===== src/common/key_request_and_reset_control_defs.svh =====
`ifndef KEY_REQUEST_AND_RESET_CONTROL_DEFS_SVH
`define KEY_REQUEST_AND_RESET_CONTROL_DEFS_SVH
// ============================================================
// register offsets
`define OFS_CTRL 8'h00
`define OFS_CFG 8'h04
`define OFS_CMD 8'h08
`define OFS_STATUS 8'h0c
`define OFS_KEYS 8'h10
`define OFS_IRQ_STAT 8'h14
`define OFS_IRQ_EN 8'h18
`define OFS_IRQ_CLR 8'h1c
// ============================================================
// field positions
`define CTRL_DISP_ON 0
`define CTRL_ADC_REV 1
`define CTRL_INVERT 2
`define CTRL_ALL_ON 3
`define CTRL_PSAVE 4
`define CFG_DUTY_LSB 15
`define CFG_PWM_EN 19
`define CFG_PWM_LSB 20
`define CFG_PORT_SEL 27
`define CMD_SOFT_RST 0
// ============================================================
// reset values
`define CTRL_RST 5'h10
`define CFG_RST 28'h0017800
// ============================================================
// timing
`define PCLK_PERIOD_NS 4
`define T_PERIOD_NS 40000
`define BUSY_NS 1000
`define SCAN_T 10'h0a0
`define ROW_T 10'h020
`define REQ_FIRST_T 10'h142
`define REQ_RETRY_T 10'h2a4
`define FRAME_T 9'h023
`define DUTY_BASE 9'h008
`define KEY_BITS 5'h19
`define READ_BITS 5'h1a
`endif


===== src/common/key_request_and_reset_control_pkg.sv =====
package key_request_and_reset_control_pkg;
    typedef enum logic [1:0] {SC_IDLE, SC_SCAN, SC_FIXED} scan_state_t;
    typedef logic [24:0] key_map_t;
endpackage : key_request_and_reset_control_pkg


===== src/key_request_and_reset_control.sv =====
// The address map and the APB slave port were chosen for this implementation.
`timescale 1ns/1ps
`include "key_request_and_reset_control_defs.svh"
// What this block does
// - request goes low 322 T after press when first scan pair agrees
// - after a disagreeing pair and rescan, request low at 676 T
// - while request low, scanning halts and fixed key data holds
// - reset stops oscillator, display off, scan off, key buffer zero
// - in reset: ports, shared pin low; scan high; request released
// - readout during power-on reset returns all ones
// - reset pin held low 10 us; device busy 1 us after release
// - soft reset restores only page through shared pin selection
// - pin reset clears serial state, display settings; power save
// - reset: page 0, column 0, contrast all ones, duty one tenth
// - reset: pwm phase zero, pwm off, pwm value zero, pin is port
// - frame period is 35 T times duty number
// - key readout mode chosen by shift clock low at chip enable rise
// - power save flag follows last key bit, one in power save
// - paired scans repeat while pressed; fixed only when pair matches
// - after readout, request released and scanning may restart
module key_request_and_reset_control #(
    parameter int T_CYCLES = `T_PERIOD_NS / `PCLK_PERIOD_NS
) (
    input wire logic pclk,
    input wire logic presetn,
    input wire logic psel,
    input wire logic penable,
    input wire logic pwrite,
    input wire logic [7:0] paddr,
    input wire logic [31:0] pwdata,
    output logic pready,
    output logic [31:0] prdata,
    output logic pslverr,
    output logic irq,
    input wire logic shift_clock,
    input wire logic chip_enable,
    input wire logic hardware_reset_input_n,
    input wire logic supply_drop_detect,
    input wire logic [4:0] key_inputs,
    input wire logic serial_data_request_pin_in,
    output logic serial_data_request_pin_out,
    output logic serial_data_request_pin_oe,
    output logic [3:0] scan_drive_lines,
    output logic shared_port_scan_pin,
    output logic [2:0] port_out,
    output logic display_on,
    output logic osc_run,
    output logic frame_toggle,
    output logic busy
);
    import key_request_and_reset_control_pkg::*;

    localparam logic [7:0] BUSY_CYC = 8'(`BUSY_NS / `PCLK_PERIOD_NS);

    // ============================================================
    // input synchronisers
    logic [8:0] s1_ff;
    logic [8:0] s2_ff;
    logic [1:0] prv_ff;
    logic scl_s;
    logic ce_s;
    logic hwrst_n_s;
    logic por_s;
    logic [4:0] k_s;
    assign {scl_s, ce_s, hwrst_n_s, por_s, k_s} = s2_ff;

    always_ff @(posedge pclk or negedge presetn) begin
        if (!presetn) begin
            s1_ff <= 9'h040;
            s2_ff <= 9'h040;
            prv_ff <= 2'h0;
        end else begin
            s1_ff <= {shift_clock, chip_enable, hardware_reset_input_n,
                      supply_drop_detect, key_inputs};
            s2_ff <= s1_ff;
            prv_ff <= {scl_s, ce_s};
        end
    end

    // ============================================================
    // row of the scan pair at a given T count, 7 when idle
    function automatic logic [2:0] row_of(input logic [9:0] t);
        logic [9:0] u;
        u = (t < `SCAN_T) ? t : 10'(t - `SCAN_T);
        if (t >= 10'(2 * `SCAN_T))
            row_of = 3'h7;
        else
            row_of = 3'(u / `ROW_T);
    endfunction : row_of

    function automatic logic hit(input logic [7:0] a, input logic [7:0] o);
        hit = (a == o);
    endfunction : hit

    // ============================================================
    // state
    logic pready_ff, nxt_pready;
    logic [31:0] prdata_ff, nxt_prdata;
    logic pslverr_ff, nxt_pslverr;
    logic [4:0] ctrl_ff, nxt_ctrl;
    logic [27:0] cfg_ff, nxt_cfg;
    logic [2:0] istat_ff, nxt_istat;
    logic [2:0] ien_ff, nxt_ien;
    logic irq_ff, nxt_irq;
    logic [15:0] tdiv_ff, nxt_tdiv;
    logic [7:0] busy_cnt_ff, nxt_busy_cnt;
    scan_state_t st_ff, nxt_st;
    logic [9:0] tcnt_ff, nxt_tcnt;
    logic [9:0] lim_ff, nxt_lim;
    key_map_t scan_a_ff, nxt_scan_a;
    key_map_t scan_b_ff, nxt_scan_b;
    key_map_t key_fix_ff, nxt_key_fix;
    logic rd_act_ff, nxt_rd_act;
    logic [4:0] rd_idx_ff, nxt_rd_idx;
    logic oe_ff, nxt_oe;
    logic [3:0] scan_ff, nxt_scan;
    logic shared_ff, nxt_shared;
    logic [2:0] port_ff, nxt_port;
    logic [6:0] pwm_cnt_ff, nxt_pwm_cnt;
    logic [8:0] frame_cnt_ff, nxt_frame_cnt;
    logic frame_ff, nxt_frame;
    logic disp_ff, nxt_disp;
    logic osc_ff, nxt_osc;
    logic busy_ff, nxt_busy;

    logic in_reset;
    logic t_tick;
    logic wr_acc;
    logic rd_done;
    logic soft_rst;
    logic [2:0] ev;
    logic [2:0] row;
    logic bitval;
    logic pwm_hi;
    logic [8:0] frame_len;

    assign in_reset = !hwrst_n_s || por_s;
    assign t_tick = (tdiv_ff == 16'(T_CYCLES - 1));
    assign wr_acc = psel && penable && pready_ff && pwrite;
    assign soft_rst = wr_acc && hit(paddr, `OFS_CMD)
                      && pwdata[`CMD_SOFT_RST];
    assign row = (st_ff == SC_SCAN) ? row_of(tcnt_ff) : 3'h7;
    assign pwm_hi = cfg_ff[`CFG_PWM_EN]
                    && (pwm_cnt_ff < cfg_ff[`CFG_PWM_LSB +: 7]);
    assign frame_len = 9'(`FRAME_T * 9'(`DUTY_BASE
                       + 9'(cfg_ff[`CFG_DUTY_LSB +: 2])));
    assign bitval = (rd_idx_ff < `KEY_BITS) ? key_fix_ff[rd_idx_ff]
                                            : ctrl_ff[`CTRL_PSAVE];
    assign rd_done = rd_act_ff && prv_ff[0] && !ce_s
                     && (rd_idx_ff >= `READ_BITS);

    // ============================================================
    // bus, registers and interrupts
    always_comb begin
        nxt_pready = psel && penable && !pready_ff;
        nxt_prdata = 32'h0;
        nxt_pslverr = 1'b0;
        nxt_ctrl = ctrl_ff;
        nxt_cfg = cfg_ff;
        nxt_ien = ien_ff;
        if (psel && penable && !pready_ff) begin
            if (hit(paddr, `OFS_CTRL))
                nxt_prdata = {27'h0, ctrl_ff};
            else if (hit(paddr, `OFS_CFG))
                nxt_prdata = {4'h0, cfg_ff};
            else if (hit(paddr, `OFS_STATUS))
                nxt_prdata = {29'h0, in_reset, busy_cnt_ff != 8'h0,
                              st_ff == SC_FIXED};
            else if (hit(paddr, `OFS_KEYS))
                nxt_prdata = {7'h0, key_fix_ff};
            else if (hit(paddr, `OFS_IRQ_STAT))
                nxt_prdata = {29'h0, istat_ff};
            else if (hit(paddr, `OFS_IRQ_EN))
                nxt_prdata = {29'h0, ien_ff};
            else if (!hit(paddr, `OFS_CMD) && !hit(paddr, `OFS_IRQ_CLR))
                nxt_pslverr = 1'b1;
        end
        if (wr_acc && hit(paddr, `OFS_CTRL))
            nxt_ctrl = pwdata[4:0];
        if (wr_acc && hit(paddr, `OFS_CFG))
            nxt_cfg = pwdata[27:0];
        if (wr_acc && hit(paddr, `OFS_IRQ_EN))
            nxt_ien = pwdata[2:0];
        if (soft_rst)
            nxt_cfg = `CFG_RST;
        if (in_reset) begin
            nxt_ctrl = `CTRL_RST;
            nxt_cfg = `CFG_RST;
        end
        // set wins over clear
        nxt_istat = istat_ff;
        if (wr_acc && hit(paddr, `OFS_IRQ_CLR))
            nxt_istat = istat_ff & ~pwdata[2:0];
        nxt_istat = nxt_istat | ev;
        nxt_irq = |(istat_ff & ien_ff);
    end

    always_ff @(posedge pclk or negedge presetn) begin
        if (!presetn) begin
            pready_ff <= 1'b0;
            prdata_ff <= 32'h0;
            pslverr_ff <= 1'b0;
            ctrl_ff <= `CTRL_RST;
            cfg_ff <= `CFG_RST;
            istat_ff <= 3'h0;
            ien_ff <= 3'h0;
            irq_ff <= 1'b0;
        end else begin
            pready_ff <= nxt_pready;
            prdata_ff <= nxt_prdata;
            pslverr_ff <= nxt_pslverr;
            ctrl_ff <= nxt_ctrl;
            cfg_ff <= nxt_cfg;
            istat_ff <= nxt_istat;
            ien_ff <= nxt_ien;
            irq_ff <= nxt_irq;
        end
    end

    // ============================================================
    // scan, readout and pins
    always_comb begin
        nxt_tdiv = (in_reset || t_tick) ? 16'h0 : 16'(tdiv_ff + 16'h1);
        nxt_busy_cnt = (busy_cnt_ff != 8'h0) ? 8'(busy_cnt_ff - 8'h1) : 8'h0;
        if (in_reset)
            nxt_busy_cnt = BUSY_CYC;
        // registered so the pin comes straight from a flop
        nxt_busy = nxt_busy_cnt != 8'h0;
        nxt_st = st_ff;
        nxt_tcnt = tcnt_ff;
        nxt_lim = lim_ff;
        nxt_scan_a = scan_a_ff;
        nxt_scan_b = scan_b_ff;
        nxt_key_fix = key_fix_ff;
        nxt_rd_act = rd_act_ff;
        nxt_rd_idx = rd_idx_ff;
        ev = 3'h0;
        case (st_ff)
            SC_IDLE: begin
                if (busy_cnt_ff == 8'h0 && |k_s) begin
                    nxt_st = SC_SCAN;
                    nxt_tcnt = 10'h0;
                    nxt_lim = `REQ_FIRST_T;
                    nxt_scan_a = '0;
                    nxt_scan_b = '0;
                end
            end
            SC_SCAN: begin
                if (t_tick) begin
                    nxt_tcnt = 10'(tcnt_ff + 10'h1);
                    if (row != 3'h7
                        && (tcnt_ff % `ROW_T) == 10'(`ROW_T - 10'h1)) begin
                        if (tcnt_ff < `SCAN_T)
                            nxt_scan_a[row * 5 +: 5] = k_s;
                        else
                            nxt_scan_b[row * 5 +: 5] = k_s;
                    end
                    if (tcnt_ff == 10'(lim_ff - 10'h1)) begin
                        if (scan_a_ff == scan_b_ff && |scan_a_ff) begin
                            nxt_st = SC_FIXED;
                            nxt_key_fix = scan_a_ff;
                            ev[0] = 1'b1;
                        end else if (|k_s) begin
                            // rescan pair ends at 676 T
                            nxt_tcnt = 10'h0;
                            nxt_lim = 10'(`REQ_RETRY_T - `REQ_FIRST_T);
                            nxt_scan_a = '0;
                            nxt_scan_b = '0;
                            ev[2] = 1'b1;
                        end else begin
                            nxt_st = SC_IDLE;
                        end
                    end
                end
            end
            SC_FIXED: begin
                if (rd_done) begin
                    nxt_st = SC_IDLE;
                    ev[1] = 1'b1;
                end
            end
            default: nxt_st = SC_IDLE;
        endcase
        // key mode when clock low at enable rise
        if (ce_s && !prv_ff[0] && !scl_s) begin
            nxt_rd_act = 1'b1;
            nxt_rd_idx = 5'h0;
        end else if (rd_act_ff && !ce_s) begin
            nxt_rd_act = 1'b0;
        end else if (rd_act_ff && prv_ff[1] && !scl_s
                     && rd_idx_ff < `READ_BITS) begin
            nxt_rd_idx = 5'(rd_idx_ff + 5'h1);
        end
        // data line floats high in supply reset
        nxt_oe = rd_act_ff ? !bitval : (st_ff == SC_FIXED);
        nxt_pwm_cnt = t_tick ? 7'(pwm_cnt_ff + 7'h1) : pwm_cnt_ff;
        nxt_frame_cnt = frame_cnt_ff;
        nxt_frame = frame_ff;
        // frame of 35 T per duty line
        if (t_tick) begin
            nxt_frame_cnt = 9'(frame_cnt_ff + 9'h1);
            if (frame_cnt_ff >= 9'(frame_len - 9'h1)) begin
                nxt_frame_cnt = 9'h0;
                nxt_frame = !frame_ff;
            end
        end
        nxt_scan = 4'hf;
        for (int i = 1; i < 5; i++) begin
            if (row != 3'h7)
                nxt_scan[i - 1] = (row == 3'(i));
        end
        nxt_shared = cfg_ff[`CFG_PORT_SEL] ? (row == 3'h0) : pwm_hi;
        nxt_port = {3{pwm_hi}};
        nxt_disp = ctrl_ff[`CTRL_DISP_ON];
        nxt_osc = 1'b1;
        if (in_reset) begin
            nxt_st = SC_IDLE;
            nxt_key_fix = '0;
            nxt_tcnt = 10'h0;
            nxt_pwm_cnt = 7'h0;
            nxt_frame_cnt = 9'h0;
            nxt_oe = 1'b0;
            nxt_scan = 4'hf;
            nxt_shared = 1'b0;
            nxt_port = 3'h0;
            nxt_disp = 1'b0;
            nxt_osc = 1'b0;
            ev = 3'h0;
            if (!hwrst_n_s) begin
                nxt_rd_act = 1'b0;
                nxt_rd_idx = 5'h0;
            end
        end
    end

    always_ff @(posedge pclk or negedge presetn) begin
        if (!presetn) begin
            tdiv_ff <= 16'h0;
            busy_cnt_ff <= 8'h0;
            st_ff <= SC_IDLE;
            tcnt_ff <= 10'h0;
            lim_ff <= `REQ_FIRST_T;
            scan_a_ff <= '0;
            scan_b_ff <= '0;
            key_fix_ff <= '0;
            rd_act_ff <= 1'b0;
            rd_idx_ff <= 5'h0;
            oe_ff <= 1'b0;
            scan_ff <= 4'hf;
            shared_ff <= 1'b0;
            port_ff <= 3'h0;
            pwm_cnt_ff <= 7'h0;
            frame_cnt_ff <= 9'h0;
            frame_ff <= 1'b0;
            disp_ff <= 1'b0;
            osc_ff <= 1'b0;
            busy_ff <= 1'b0;
        end else begin
            tdiv_ff <= nxt_tdiv;
            busy_cnt_ff <= nxt_busy_cnt;
            st_ff <= nxt_st;
            tcnt_ff <= nxt_tcnt;
            lim_ff <= nxt_lim;
            scan_a_ff <= nxt_scan_a;
            scan_b_ff <= nxt_scan_b;
            key_fix_ff <= nxt_key_fix;
            rd_act_ff <= nxt_rd_act;
            rd_idx_ff <= nxt_rd_idx;
            oe_ff <= nxt_oe;
            scan_ff <= nxt_scan;
            shared_ff <= nxt_shared;
            port_ff <= nxt_port;
            pwm_cnt_ff <= nxt_pwm_cnt;
            frame_cnt_ff <= nxt_frame_cnt;
            frame_ff <= nxt_frame;
            disp_ff <= nxt_disp;
            osc_ff <= nxt_osc;
            busy_ff <= nxt_busy;
        end
    end

    assign pready = pready_ff;
    assign prdata = prdata_ff;
    assign pslverr = pslverr_ff;
    assign irq = irq_ff;
    // open drain: only ever pulls low
    assign serial_data_request_pin_out = 1'b0;
    assign serial_data_request_pin_oe = oe_ff;
    assign scan_drive_lines = scan_ff;
    assign shared_port_scan_pin = shared_ff;
    assign port_out = port_ff;
    assign display_on = disp_ff;
    assign osc_run = osc_ff;
    assign frame_toggle = frame_ff;
    assign busy = busy_ff;

    logic [9:0] since_ff;
    logic [1:0] retry_ff;
    always_ff @(posedge pclk or negedge presetn) begin
        if (!presetn) begin
            since_ff <= 10'h0;
            retry_ff <= 2'h0;
        end else if (st_ff != SC_SCAN) begin
            since_ff <= 10'h0;
            retry_ff <= 2'h0;
        end else if (t_tick) begin
            since_ff <= 10'(since_ff + 10'h1);
            if (ev[2] && retry_ff != 2'h3)
                retry_ff <= 2'(retry_ff + 2'h1);
        end
    end
endmodule : key_request_and_reset_control


===== config.mk =====
export PLATFORM = sky130hd
export DESIGN_NAME = key_request_and_reset_control
export DESIGN_NICKNAME = d
export VERILOG_FILES = /design/src/common/key_request_and_reset_control_pkg.sv /design/src/key_request_and_reset_control.sv
export VERILOG_INCLUDE_DIRS = /design/src /design/src/common
export SDC_FILE = /design/constraint.sdc
export NUM_CORES = 1
export LEC_CHECK = 0
export BUFFER_PORTS_ARGS = -buffer_cell sky130_fd_sc_hd__buf_2
export CAP_MARGIN = 20
export CORE_MARGIN = 2
export CORE_UTILIZATION = 30
export CTS_CLUSTER_SIZE = 16
export DETAILED_ROUTE_END_ITERATION = 8
export GPL_TIMING_DRIVEN = 0
export PLACE_DENSITY_LB_ADDON = 0.15
export SLEW_MARGIN = 20
export SYNTH_ARGS = -nofsm -noshare
export SYNTH_HDL_FRONTEND = slang
export SYNTH_SLANG_ARGS = --single-unit
export TNS_END_PERCENT = 100

===== constraint.sdc =====
create_clock -name pclk -period 5.74 [get_ports pclk]
set_input_delay 1.148 -clock pclk [delete_from_list [all_inputs] [get_ports pclk]]
set_output_delay 1.148 -clock pclk [all_outputs]
set_load 0.005 [all_outputs]

==> impl_metrics.csv, run 1 <==
group,metric,value,unit
drt,drt-initial-drc-count,519,
setup_path,end_kind,"register",
drt,drt_wl_total,32400,µm
global_route,grt_pass1_wl,51500,µm
clock_tree,cts_made_buffers,29,
logic_synthesis,seq_area_frac_synth,0.514,
clock_tree,cts_tree,"yes",
sta,setup_tns,0,ns
placed_design,io_buffers,92,
sta,rsz0062_at_grt,"no",
clock_tree,hold_buffers,0,
min_path,hold_depth,0,
cells_and_area,fin_cells,1782,
drt,routedWlPerCell,18.2,µm
global_route,grt_pass1_vias,8842,
sta,relSlewSlack,0.446,
setup_path,crit_fanout,10,
logic_synthesis,synth_area_leader_cell,"dfrtp_1",
floorplan,io_pins,104,
sta,worst_slew_pin_slew,0.831,ns
setup_path,reg2reg_depth,10,
drt,drtPass1Iterations,5,
sta,max_freq,0.253,GHz
sta,fin_hold_ws,0.347,ns
cells_and_area,syn2layout_area_growth,18.8,%
floorplan,initial_utilization,0.304,
flow_run,cap_violations,0,
setup_path,cp_data_required_time,6.18,ns
drt,vias,8673,
sta,drv_slew,0,
clock_tree,ctsResizeCount,0,
logic_synthesis,synthArstFlopShare,1.00,
clock_tree,cts_root_buffer,"clkbuf_16",
logic_synthesis,synth.most_common_cell,"dfrtp_1",
cells_and_area,drive_gt1_frac,0.165,
setup_path,crit_type,"input port to register",
logic_synthesis,synthTopCellsByArea,"dfrtp_1 (49%), nand2_1 (4.4%), ha_1 (4.3%)",
drt,drc,0,
placed_design,gp_congestion,0.780,
clock_tree,path_clk_slew,0.06,ns
placed_design,dpl.cell_count,1727,
global_route,track_usage,0.167,
power_and_ir_drop,p_leak,6.35,nW
floorplan,dieWidth,200,µm
logic_synthesis,synth_edf_count,0,
logic_synthesis,avgSynthCellArea,10.3,µm²
status,status,"completed",
logic_synthesis,postSynthCellCount,1118,
global_route,antenna_found_initial,1,
clock_tree,cts.sinks,235,
cells_and_area,regArea,0.00590,mm²
logic_synthesis,syn_area,0.0115,mm²
cells_and_area,multi_input_area,0.00521,mm²
logic_synthesis,synth_top_cells_by_count,"dfrtp_1 (223), nand2_1 (133), nor2_1 (124), a21oi_1 (51), mux2i_1 (45)",
drt,vias_per_cell,4.87,
power_and_ir_drop,irDropWorstVdd,158,µV
sta,setup_viol,0,
logic_synthesis,yosysWarnings,0,
floorplan,die_height,200,µm
min_path,hp-class,"register to register",
setup_path,startpoint_type,"input port",
logic_synthesis,ys_ff_latch,235,
global_route,grt_overflow,0,
global_route,grt_max_degree,90,
logic_synthesis,yosysTopAreaCellShare,0.487,
floorplan,core_area,0.0377,mm²
logic_synthesis,synthFlopType,"dfrtp_1",
logic_synthesis,yosys.cell_types.count,74,
sta,fin_crit_sh,0.690,
sta,final_hold_viol_count,0,
setup_path,arrival,4.40,ns
power_and_ir_drop,pwr_density_cell,266,mW/mm²
sta,finalClockSkew,0.00697,ns
floorplan,row_count,71,
clock_tree,post-cts-setup-buffers,0,
clock_tree,htree_levels,1,
placed_design,dpl.hpwl,23700,µm
drt,ant_nets,0,
clock_tree,ctsLongestPathBuffers,3,
floorplan,die_area,0.0398,mm²
cells_and_area,num-fill-cells,3829,
sta,fin_crit,3.96,ns
clock_tree,insertion_delay,0.55,ns
cells_and_area,nets,1341,
==> path summary, 6_finish.rpt <==
kind,from,to,slack [ns]
setup / recovery,paddr[0],cfg_ff[3]$_DFFE_PN0P_,1.78
hold / removal,s1_ff[1]$_DFF_PN0_,s2_ff[1]$_DFF_PN0_,0.35
setup reg to reg,tcnt_ff[6]$_DFFE_PN0P_,scan_a_ff[23]$_DFFE_PN0P_,2.10
hold reg to reg,s1_ff[1]$_DFF_PN0_,s2_ff[1]$_DFF_PN0_,0.35
max in group asynchronous,presetn,s2_ff[6]$_DFF_PN1_,4.28
min in group asynchronous,presetn,frame_cnt_ff[4]$_DFFE_PN0N_,0.54
==> power by group <==
group          total [mW]  leakage (nW)  internal [mW]  switching (mW)
clock                1.83         0.472           1.10           0.733
combinational       0.121          2.72         0.0319          0.0888
sequential           1.67          3.16           1.67         0.00530
==> metrics by stage <==
stage	power [mW]	utilization	instance area, µm²	setup WS, ns
3_3_place_gp	1.82	0.334	12600	-1.02
3_5_place_dp	1.83	0.336	12700	1.18
4_1_cts	3.69	0.362	13600	1.77
2_1_floorplan	1.74	-	11500	2.60
5_1_grt	3.76	0.362	13600	1.56
6_report	3.62	0.362	13600	1.78
==> flip-flops by register name (all words and copies together) (netlist names), 3 cells and up <==
signal / cells
busy_cnt_ff: 8
cfg_ff: 28
ctrl_ff: 5
frame_cnt_ff: 9
ien_ff: 3
istat_ff: 3
key_fix_ff: 25
prdata: 28
pwm_cnt_ff: 7
rd_idx_ff: 5
s1_ff: 9
s2_ff: 9
scan_a_ff: 25
scan_b_ff: 25
scan_drive_lines: 4
tcnt_ff: 10
tdiv_ff: 16
==> area by class of cell <==
cell class	instances	share of cell area
Antenna cell	1	0.000184
Clock inverter	13	0.00964
Buffer	59	0.0200
Sequential cell	235	0.433
Clock buffer	41	0.0610
Multi-Input combinational cell	797	0.382
Tap cell	511	0.0469
Timing Repair Buffer	94	0.0386
Inverter	31	0.00854
==> worst max-delay path: stages <==
cell	delay, ns
buf_2	0.09
or4_1	0.57
nor3_1	0.64
nand2_1	0.28
nor2_1	0.58
nand2_1	0.43
clkbuf_1	0.40
nand3_1	0.18
nand2_1	0.07
==> layer usage <==
layer,track usage,up-vias,routed length [µm]
met5,0,-,0
met4,0.0458,0,719
met3,0.0226,44,1450
met2,0.267,179,14800
met1,0.237,4259,15500
li1,-,4191,-
==> cells in the final DEF, fill, tap and decap left out, types with 10 or more instances in the layout <==
cell,instances
a21oi_1,51
a22o_1,38
a22oi_1,20
and2_1,14
and3_1,14
buf_2,99
clkbuf_1,44
clkbuf_16,29
dfrtp_1,223
dfstp_2,12
ha_1,39
inv_1,29
mux2i_1,45
nand2_1,133
nand2b_1,14
nand3_1,43
nand4_1,10
nor2_1,124
nor2b_1,10
nor3_1,30
nor4_1,20
o21ai_0,29
xnor2_1,14
xor2_1,39
==> logic make-up (layout without fill, tap and decap cells) <==
kind of cell / count (synthesis) / after routing / share of synthesized area
buffers and inverters: 90 / 238 / 0.0339
AOI/OAI and AO/OA: 194 / 194 / 0.122
other: 1 / 6 / 0.000327
muxes: 56 / 56 / 0.0570
DFF: 235 / 235 / 0.514
and+or+nand+nor: 450 / 450 / 0.190
xor gates and xnor gates: 53 / 53 / 0.0405
adders and majority gates: 39 / 39 / 0.0426
Note: power is estimated with default switching activity, not from simulation.
==> run 2: changes to the inputs <==
- ABC_AREA: not set -> 1
- clock period: 5.74 -> 3.4 ns (I/O delays scaled with it)
==> impl_metrics.csv, run 2 <==
group,metric,value,unit
status,status,"completed",
global_route,track_usage,0.175,
cells_and_area,nets,1808,
power_and_ir_drop,irDropWorstVdd,364,µV
floorplan,io_pins,104,
placed_design,dpl.cell_count,2216,
power_and_ir_drop,power_switching,1.55,mW
logic_synthesis,yosysWarnings,0,
floorplan,die_height,208,µm
power_and_ir_drop,pwr_density_cell,449,mW/mm²
drt,drtPass1Iterations,7,
flow_run,cap_violations,0,
power_and_ir_drop,power_switching_share,0.234,
floorplan,die_area,0.0431,mm²
logic_synthesis,synthFlopType,"dfrtp_1",
logic_synthesis,synthArstFlopShare,1.00,
placed_design,dpl.hpwl,28200,µm
floorplan,initial_utilization,0.304,
global_route,antenna_found_initial,1,
power_and_ir_drop,internal-power,5.06,mW
power_and_ir_drop,pwr-share-seq,0.430,
power_and_ir_drop,power_frac_clock,0.520,
drt,routedWlPerCell,16.7,µm
power_and_ir_drop,p_comb_frac,0.050,
setup_path,startpoint_type,"register",
setup_path,arrival,3.51,ns
logic_synthesis,yosysTopAreaCellShare,0.449,
floorplan,core_area,0.0408,mm²
sta,max_freq,0.328,GHz
logic_synthesis,synth_top_cells_by_count,"nand2_1 (476), dfrtp_1 (223), inv_1 (165), nor2_1 (146), a21oi_1 (96)",
setup_path,cp_data_required_time,3.87,ns
logic_synthesis,yosys.cell_types.count,49,
sta,relSlewSlack,0.432,
setup_path,end_kind,"register",
min_path,hp-class,"input port to asynchronous set/reset pin",
setup_path,crit_fanout,6,
cells_and_area,fin_util,0.361,
logic_synthesis,ys_ff_latch,235,
clock_tree,insertion_delay,0.58,ns
sta,drv_slew,0,
cells_and_area,fin_cells,2270,
cells_and_area,layout_commonest_cell,"nand2_1",
power_and_ir_drop,p_leak,7.03,nW
floorplan,dieWidth,208,µm
sta,final_hold_viol_count,0,
clock_tree,path_clk_slew,0.06,ns
cells_and_area,drive_gt1_frac,0.142,
drt,ant_nets,0,
logic_synthesis,postSynthCellCount,1585,
logic_synthesis,synth_area_leader_cell,"dfrtp_1",
logic_synthesis,syn_area,0.0124,mm²
clock_tree,htree_levels,1,
setup_path,ff2ff_setup_slack,0.36,ns
clock_tree,ctsLongestPathBuffers,3,
clock_tree,hold_buffers,0,
logic_synthesis,avgSynthCellArea,7.84,µm²
logic_synthesis,seq_area_frac_synth,0.474,
floorplan,row_count,74,
sta,rsz0062_at_grt,"no",
clock_tree,cts.sinks,235,
placed_design,io_buffers,93,
logic_synthesis,synthTopCellsByArea,"dfrtp_1 (45%), nand2_1 (14%), inv_1 (5.0%)",
cells_and_area,num-fill-cells,4296,
setup_path,crit_type,"register to register",
drt,vias,10700,
sta,setup_viol,0,
drt,drc,0,
logic_synthesis,synth_edf_count,0,
sta,fin_crit,3.04,ns
sta,fin_crit_sh,0.895,
logic_synthesis,synth.most_common_cell,"nand2_1",
global_route,grt_pass1_wl,60300,µm
placed_design,gp_congestion,0.908,
sta,finalClockSkew,0.00810,ns
cells_and_area,syn2layout_area_growth,18.4,%
sta,worst_slew_pin_slew,0.846,ns
drt,drt_wl_total,37900,µm
clock_tree,cts_tree,"yes",
global_route,grt_overflow,0,
cells_and_area,final_cell_mix,"nand2_1 (476), dfrtp_1 (223), inv_1 (165)",
clock_tree,cts_root_buffer,"clkbuf_16",
clock_tree,cts_made_buffers,29,
drt,vias_per_cell,4.72,
global_route,grt_pass1_vias,10700,
sta,fin_hold_ws,0.0605,ns
global_route,grt_max_degree,91,
drt,drt-initial-drc-count,683,
==> run 2: cell count changes in the layout (fill, tap and decap cells not counted), sizes merged, moves of 43 or more <==
cell | before | now
a21oi | 51 | 97
inv | 30 | 182
mux2i | 45 | 0
nand2 | 133 | 482
o21ai | 33 | 76
==> run 2: layer usage <==
| layer | track usage | wire, µm |
|---|---|---|
| met5 | 0 | 0 |
| met1 | 0.246 | 18200 |
| met3 | 0.0242 | 1550 |
| met2 | 0.277 | 16800 |
| met4 | 0.0576 | 1320 |
==> run 2: layout make-up <==
| cell class | count | area, µm² | area share |
|---|---|---|---|
| diodes | 1 | 2.50 | 0.000170 |
| plain buffers | 48 | 273 | 0.0185 |
| clock buffers | 39 | 823 | 0.0559 |
| clock inverters | 15 | 245 | 0.0167 |
| inverters | 183 | 687 | 0.0467 |
| multi-input cells | 1122 | 5600 | 0.380 |
| flip-flops and latches | 235 | 5900 | 0.401 |
| well taps | 532 | 666 | 0.0452 |
| repair buffers | 95 | 531 | 0.0360 |
==> run 2: worst max-delay path, stage by stage, from the launching register on <==
cell     delay (ns)
dfrtp_1        0.49
inv_1          0.14
ha_1           0.30
inv_1          0.03
nand2_1        0.07
nand2_1        0.05
nor2_1         0.25
ha_1           0.24
ha_1           0.26
inv_1          0.11
nand2_1        0.10
nor2_2         0.34
inv_1          0.18
a21oi_1        0.17
nand2_1        0.06
nand4_1        0.07
nand2_1        0.06
==> run 2: power by group through the flow <==
stage | sequential, mW | clock [mW] | combinational, mW
2_1_floorplan | 2.89 | 0 | 0.156
3_3_place_gp | 2.89 | 0 | 0.329
3_5_place_dp | 2.89 | 0 | 0.339
4_1_cts | 2.84 | 3.53 | 0.340
5_1_grt | 2.84 | 3.65 | 0.377
6_report | 2.84 | 3.44 | 0.332
==> run 2: path summary, 6_finish.rpt <==
kind	to	depth (start not counted)	start
max	scan_b_ff[10]$_DFFE_PN0P_	16	tcnt_ff[5]$_DFFE_PN0P_
min	tcnt_ff[7]$_DFFE_PN0P_	1	presetn
max reg2reg	scan_b_ff[10]$_DFFE_PN0P_	16	tcnt_ff[5]$_DFFE_PN0P_
min reg2reg	s2_ff[1]$_DFF_PN0_	0	s1_ff[1]$_DFF_PN0_
max in group asynchronous	cfg_ff[12]$_DFFE_PN1P_	3	presetn
min in group pclk	s1_ff[6]$_DFF_PN1_	1	hardware_reset_input_n
==> run 2: logic make-up after synthesis <==
family,Yosys count,synth area share
AO/OA/AOI/OAI,218,0.0974
XOR/XNOR,29,0.0204
adder cells (fa/ha/maj),39,0.0393
buffers and inverters,232,0.0775
flip-flops,235,0.474
other,1,0.000302
AND/OR/NAND/NOR,831,0.291
==> run 2: timing repair <==
action,in CTS,in global routing
setup buffers,0,0
gates resized for setup,0,3
endpoints found under the setup margin,0,14
==> run 2: metrics by stage <==
step	power [mW]	TNS, ns	setup slack [ns]	instance area (µm²)
6_report	6.61	0	0.355	14700
5_1_grt	6.86	0	0.0275	14700
4_1_cts	6.71	0	0.218	14700
3_5_place_dp	3.23	0	0.217	13600
3_3_place_gp	3.22	-671.00	-2.97	13600
2_1_floorplan	3.04	0	0.877	12400
==> run 3: changes to the inputs <==
--- a/config.mk
+++ b/config.mk
@@ -12,4 +12,5 @@
 export CORE_MARGIN = 2
 export CORE_UTILIZATION = 30
+export CTS_BUF_LIST = sky130_fd_sc_hd__clkbuf_4 sky130_fd_sc_hd__clkbuf_8
 export CTS_CLUSTER_SIZE = 16
 export DETAILED_ROUTE_END_ITERATION = 8
==> constraint.sdc (replaced) <==
create_clock -name pclk -period 3.4 [get_ports pclk]
set_input_delay 0.68 -clock pclk [delete_from_list [all_inputs] [get_ports pclk]]
set_output_delay 0.68 -clock pclk [all_outputs]
set_load 0.02 [all_outputs]
==> impl_metrics.csv, run 3 (synthesized netlist as in run 2, its figures left out) <==
group,metric,value,unit
floorplan,die_height,208,µm
power_and_ir_drop,p_leak,7.03,nW
clock_tree,post-cts-setup-buffers,0,
clock_tree,cts_made_buffers,44,
clock_tree,path_clk_slew,0.06,ns
min_path,hp-class,"input port to asynchronous set/reset pin",
power_and_ir_drop,pwr_density_cell,428,mW/mm²
setup_path,crit_top_cell,"nand2_1",
placed_design,placed_area,0.0136,mm²
drt,drc,0,
cells_and_area,nets,1823,
sta,drv_slew,0,
floorplan,row_count,74,
cells_and_area,final_cell_mix,"nand2_1 (476), dfrtp_1 (223), inv_1 (165)",
sta,fin_crit,3.02,ns
cells_and_area,drive_gt1_frac,0.156,
placed_design,io_buffers,93,
placed_design,dp_slack,0.217,ns
setup_path,worstPathCellList,"inv_1, ha_1, inv_1, nand2_1, nand2_1, nor2_1, ha_1, ha_1, inv_1, nand2_1, nor2_2, inv_1, a21oi_1, nand2_1, nand4_1, nand2_1",
cells_and_area,finalInstanceArea,0.0146,mm²
global_route,track_usage,0.177,
clock_tree,cts_tree,"yes",
setup_path,cpLargestDelayFamily,"simple AND/OR/NAND/NOR gates",
floorplan,initial_utilization,0.304,
flow_run,cap_violations,0,
setup_path,arrival,3.52,ns
power_and_ir_drop,total_power,6.27,mW
clock_tree,ctsResizeCount,0,
sta,max_freq,0.331,GHz
sta,setup_slack,0.382,ns
drt,drt_wl_total,38100,µm
global_route,grt_overflow,0,
global_route,grt_pass1_vias,10800,
status,status,"completed",
setup_path,reg2reg_depth,16,
setup_path,startpoint_type,"register",
setup_path,reg2reg_from,"tcnt_ff[5]$_DFFE_PN0P_",
drt,routedWlPerCell,16.6,µm
drt,drt-initial-drc-count,668,
cells_and_area,fin_cells,2295,
placed_design,dpl.hpwl,28200,µm
sta,fin_hold_ws,0.0251,ns
setup_path,crit_fanout,6,
clock_tree,insertion_delay,0.62,ns
cells_and_area,syn2layout_area_growth,17.8,%
cells_and_area,layout_commonest_cell,"nand2_1",
setup_path,crit_type,"register to register",
sta,setup_tns,0,ns
sta,finalClockSkew,0.0367,ns
drt,vias,10900,
floorplan,die_area,0.0431,mm²
global_route,grt_max_degree,91,
sta,setup_viol,0,
setup_path,startpoint,"tcnt_ff[5]$_DFFE_PN0P_",
global_route,antenna_found_initial,1,
drt,vias_per_cell,4.73,
drt,ant_nets,0,
sta,final_hold_viol_count,0,
clock_tree,hold_buffers,0,
setup_path,crit_path_max_incr_delay,0.48,ns
sta,rsz0062_at_grt,"no",
floorplan,dieWidth,208,µm
clock_tree,htree_levels,2,
global_route,grt_pass1_wl,60500,µm
drt,drtPass1Iterations,5,
sta,worst_slew_pin_slew,0.850,ns
power_and_ir_drop,irDropWorstVdd,232,µV
clock_tree,cts.sinks,235,
setup_path,cp_data_required_time,3.90,ns
sta,relSlewSlack,0.429,
clock_tree,cts_root_buffer,"clkbuf_8",
floorplan,core_area,0.0408,mm²
setup_path,cp_slowest_cell,"dfrtp_1",
cells_and_area,fin_util,0.359,
placed_design,gp_congestion,0.908,
setup_path,end_kind,"register",
clock_tree,ctsLongestPathBuffers,3,
floorplan,io_pins,104,
sta,fin_crit_sh,0.888,
setup_path,ff2ff_setup_slack,0.38,ns
placed_design,dpl.cell_count,2216,
setup_path,cp_num_buf_inv,4,
setup_path,r2r-end,"scan_b_ff[12]$_DFFE_PN0P_",
run 3: layout make-up:
class	count	area [µm²]
Tap cell	532	666
Buffer	48	273
Timing Repair Buffer	95	531
Clock inverter	8	105
Multi-Input combinational cell	1122	5600
Clock buffer	71	890
Sequential cell	235	5900
Inverter	183	687
Antenna cell	1	2.50
Fill cell	4333	26200
run 3: worst max path at each step:
stage / to / slack, ns / cells after the start
final: scan_b_ff[12]$_DFFE_PN0P_ / 0.38 / 16
after global routing: scan_b_ff[13]$_DFFE_PN0P_ / 0.06 / 15
after CTS: scan_b_ff[23]$_DFFE_PN0P_ / 0.23 / 14
after detailed placement: scan_b_ff[24]$_DFFE_PN0P_ / 0.22 / 14
after global placement: cfg_ff[8]$_DFFE_PN0P_ / -2.97 / 1
after floorplan: scan_b_ff[10]$_DFFE_PN0P_ / 0.88 / 16
run 3: power by group:
part / internal (mW) / total, mW / switching (mW)
registers: 2.83 / 2.84 / 0.0121
logic: 0.0835 / 0.342 / 0.258
clock network: 1.81 / 3.09 / 1.27
run 3: per-layer routing:
layer / GRT usage / part of all wire / vias up / wire (µm)
li1: - / - / 5399 / -
met1: 0.244 / 0.47 / 5113 / 18100
met2: 0.283 / 0.45 / 272 / 17200
met3: 0.0300 / 0.050 / 66 / 1900
met4: 0.0603 / 0.024 / 0 / 922
met5: 0 / 0 / - / 0
run 3: worst reg2reg max path: cells and delay by family (launching register included):
family | cells | cell delay (ns)
adder cells (fa/ha/maj) | 3 | 0.80
flip-flops | 1 | 0.48
buffers and inverters | 4 | 0.47
AO/OA/AOI/OAI | 1 | 0.17
AND/OR/NAND/NOR | 8 | 0.99
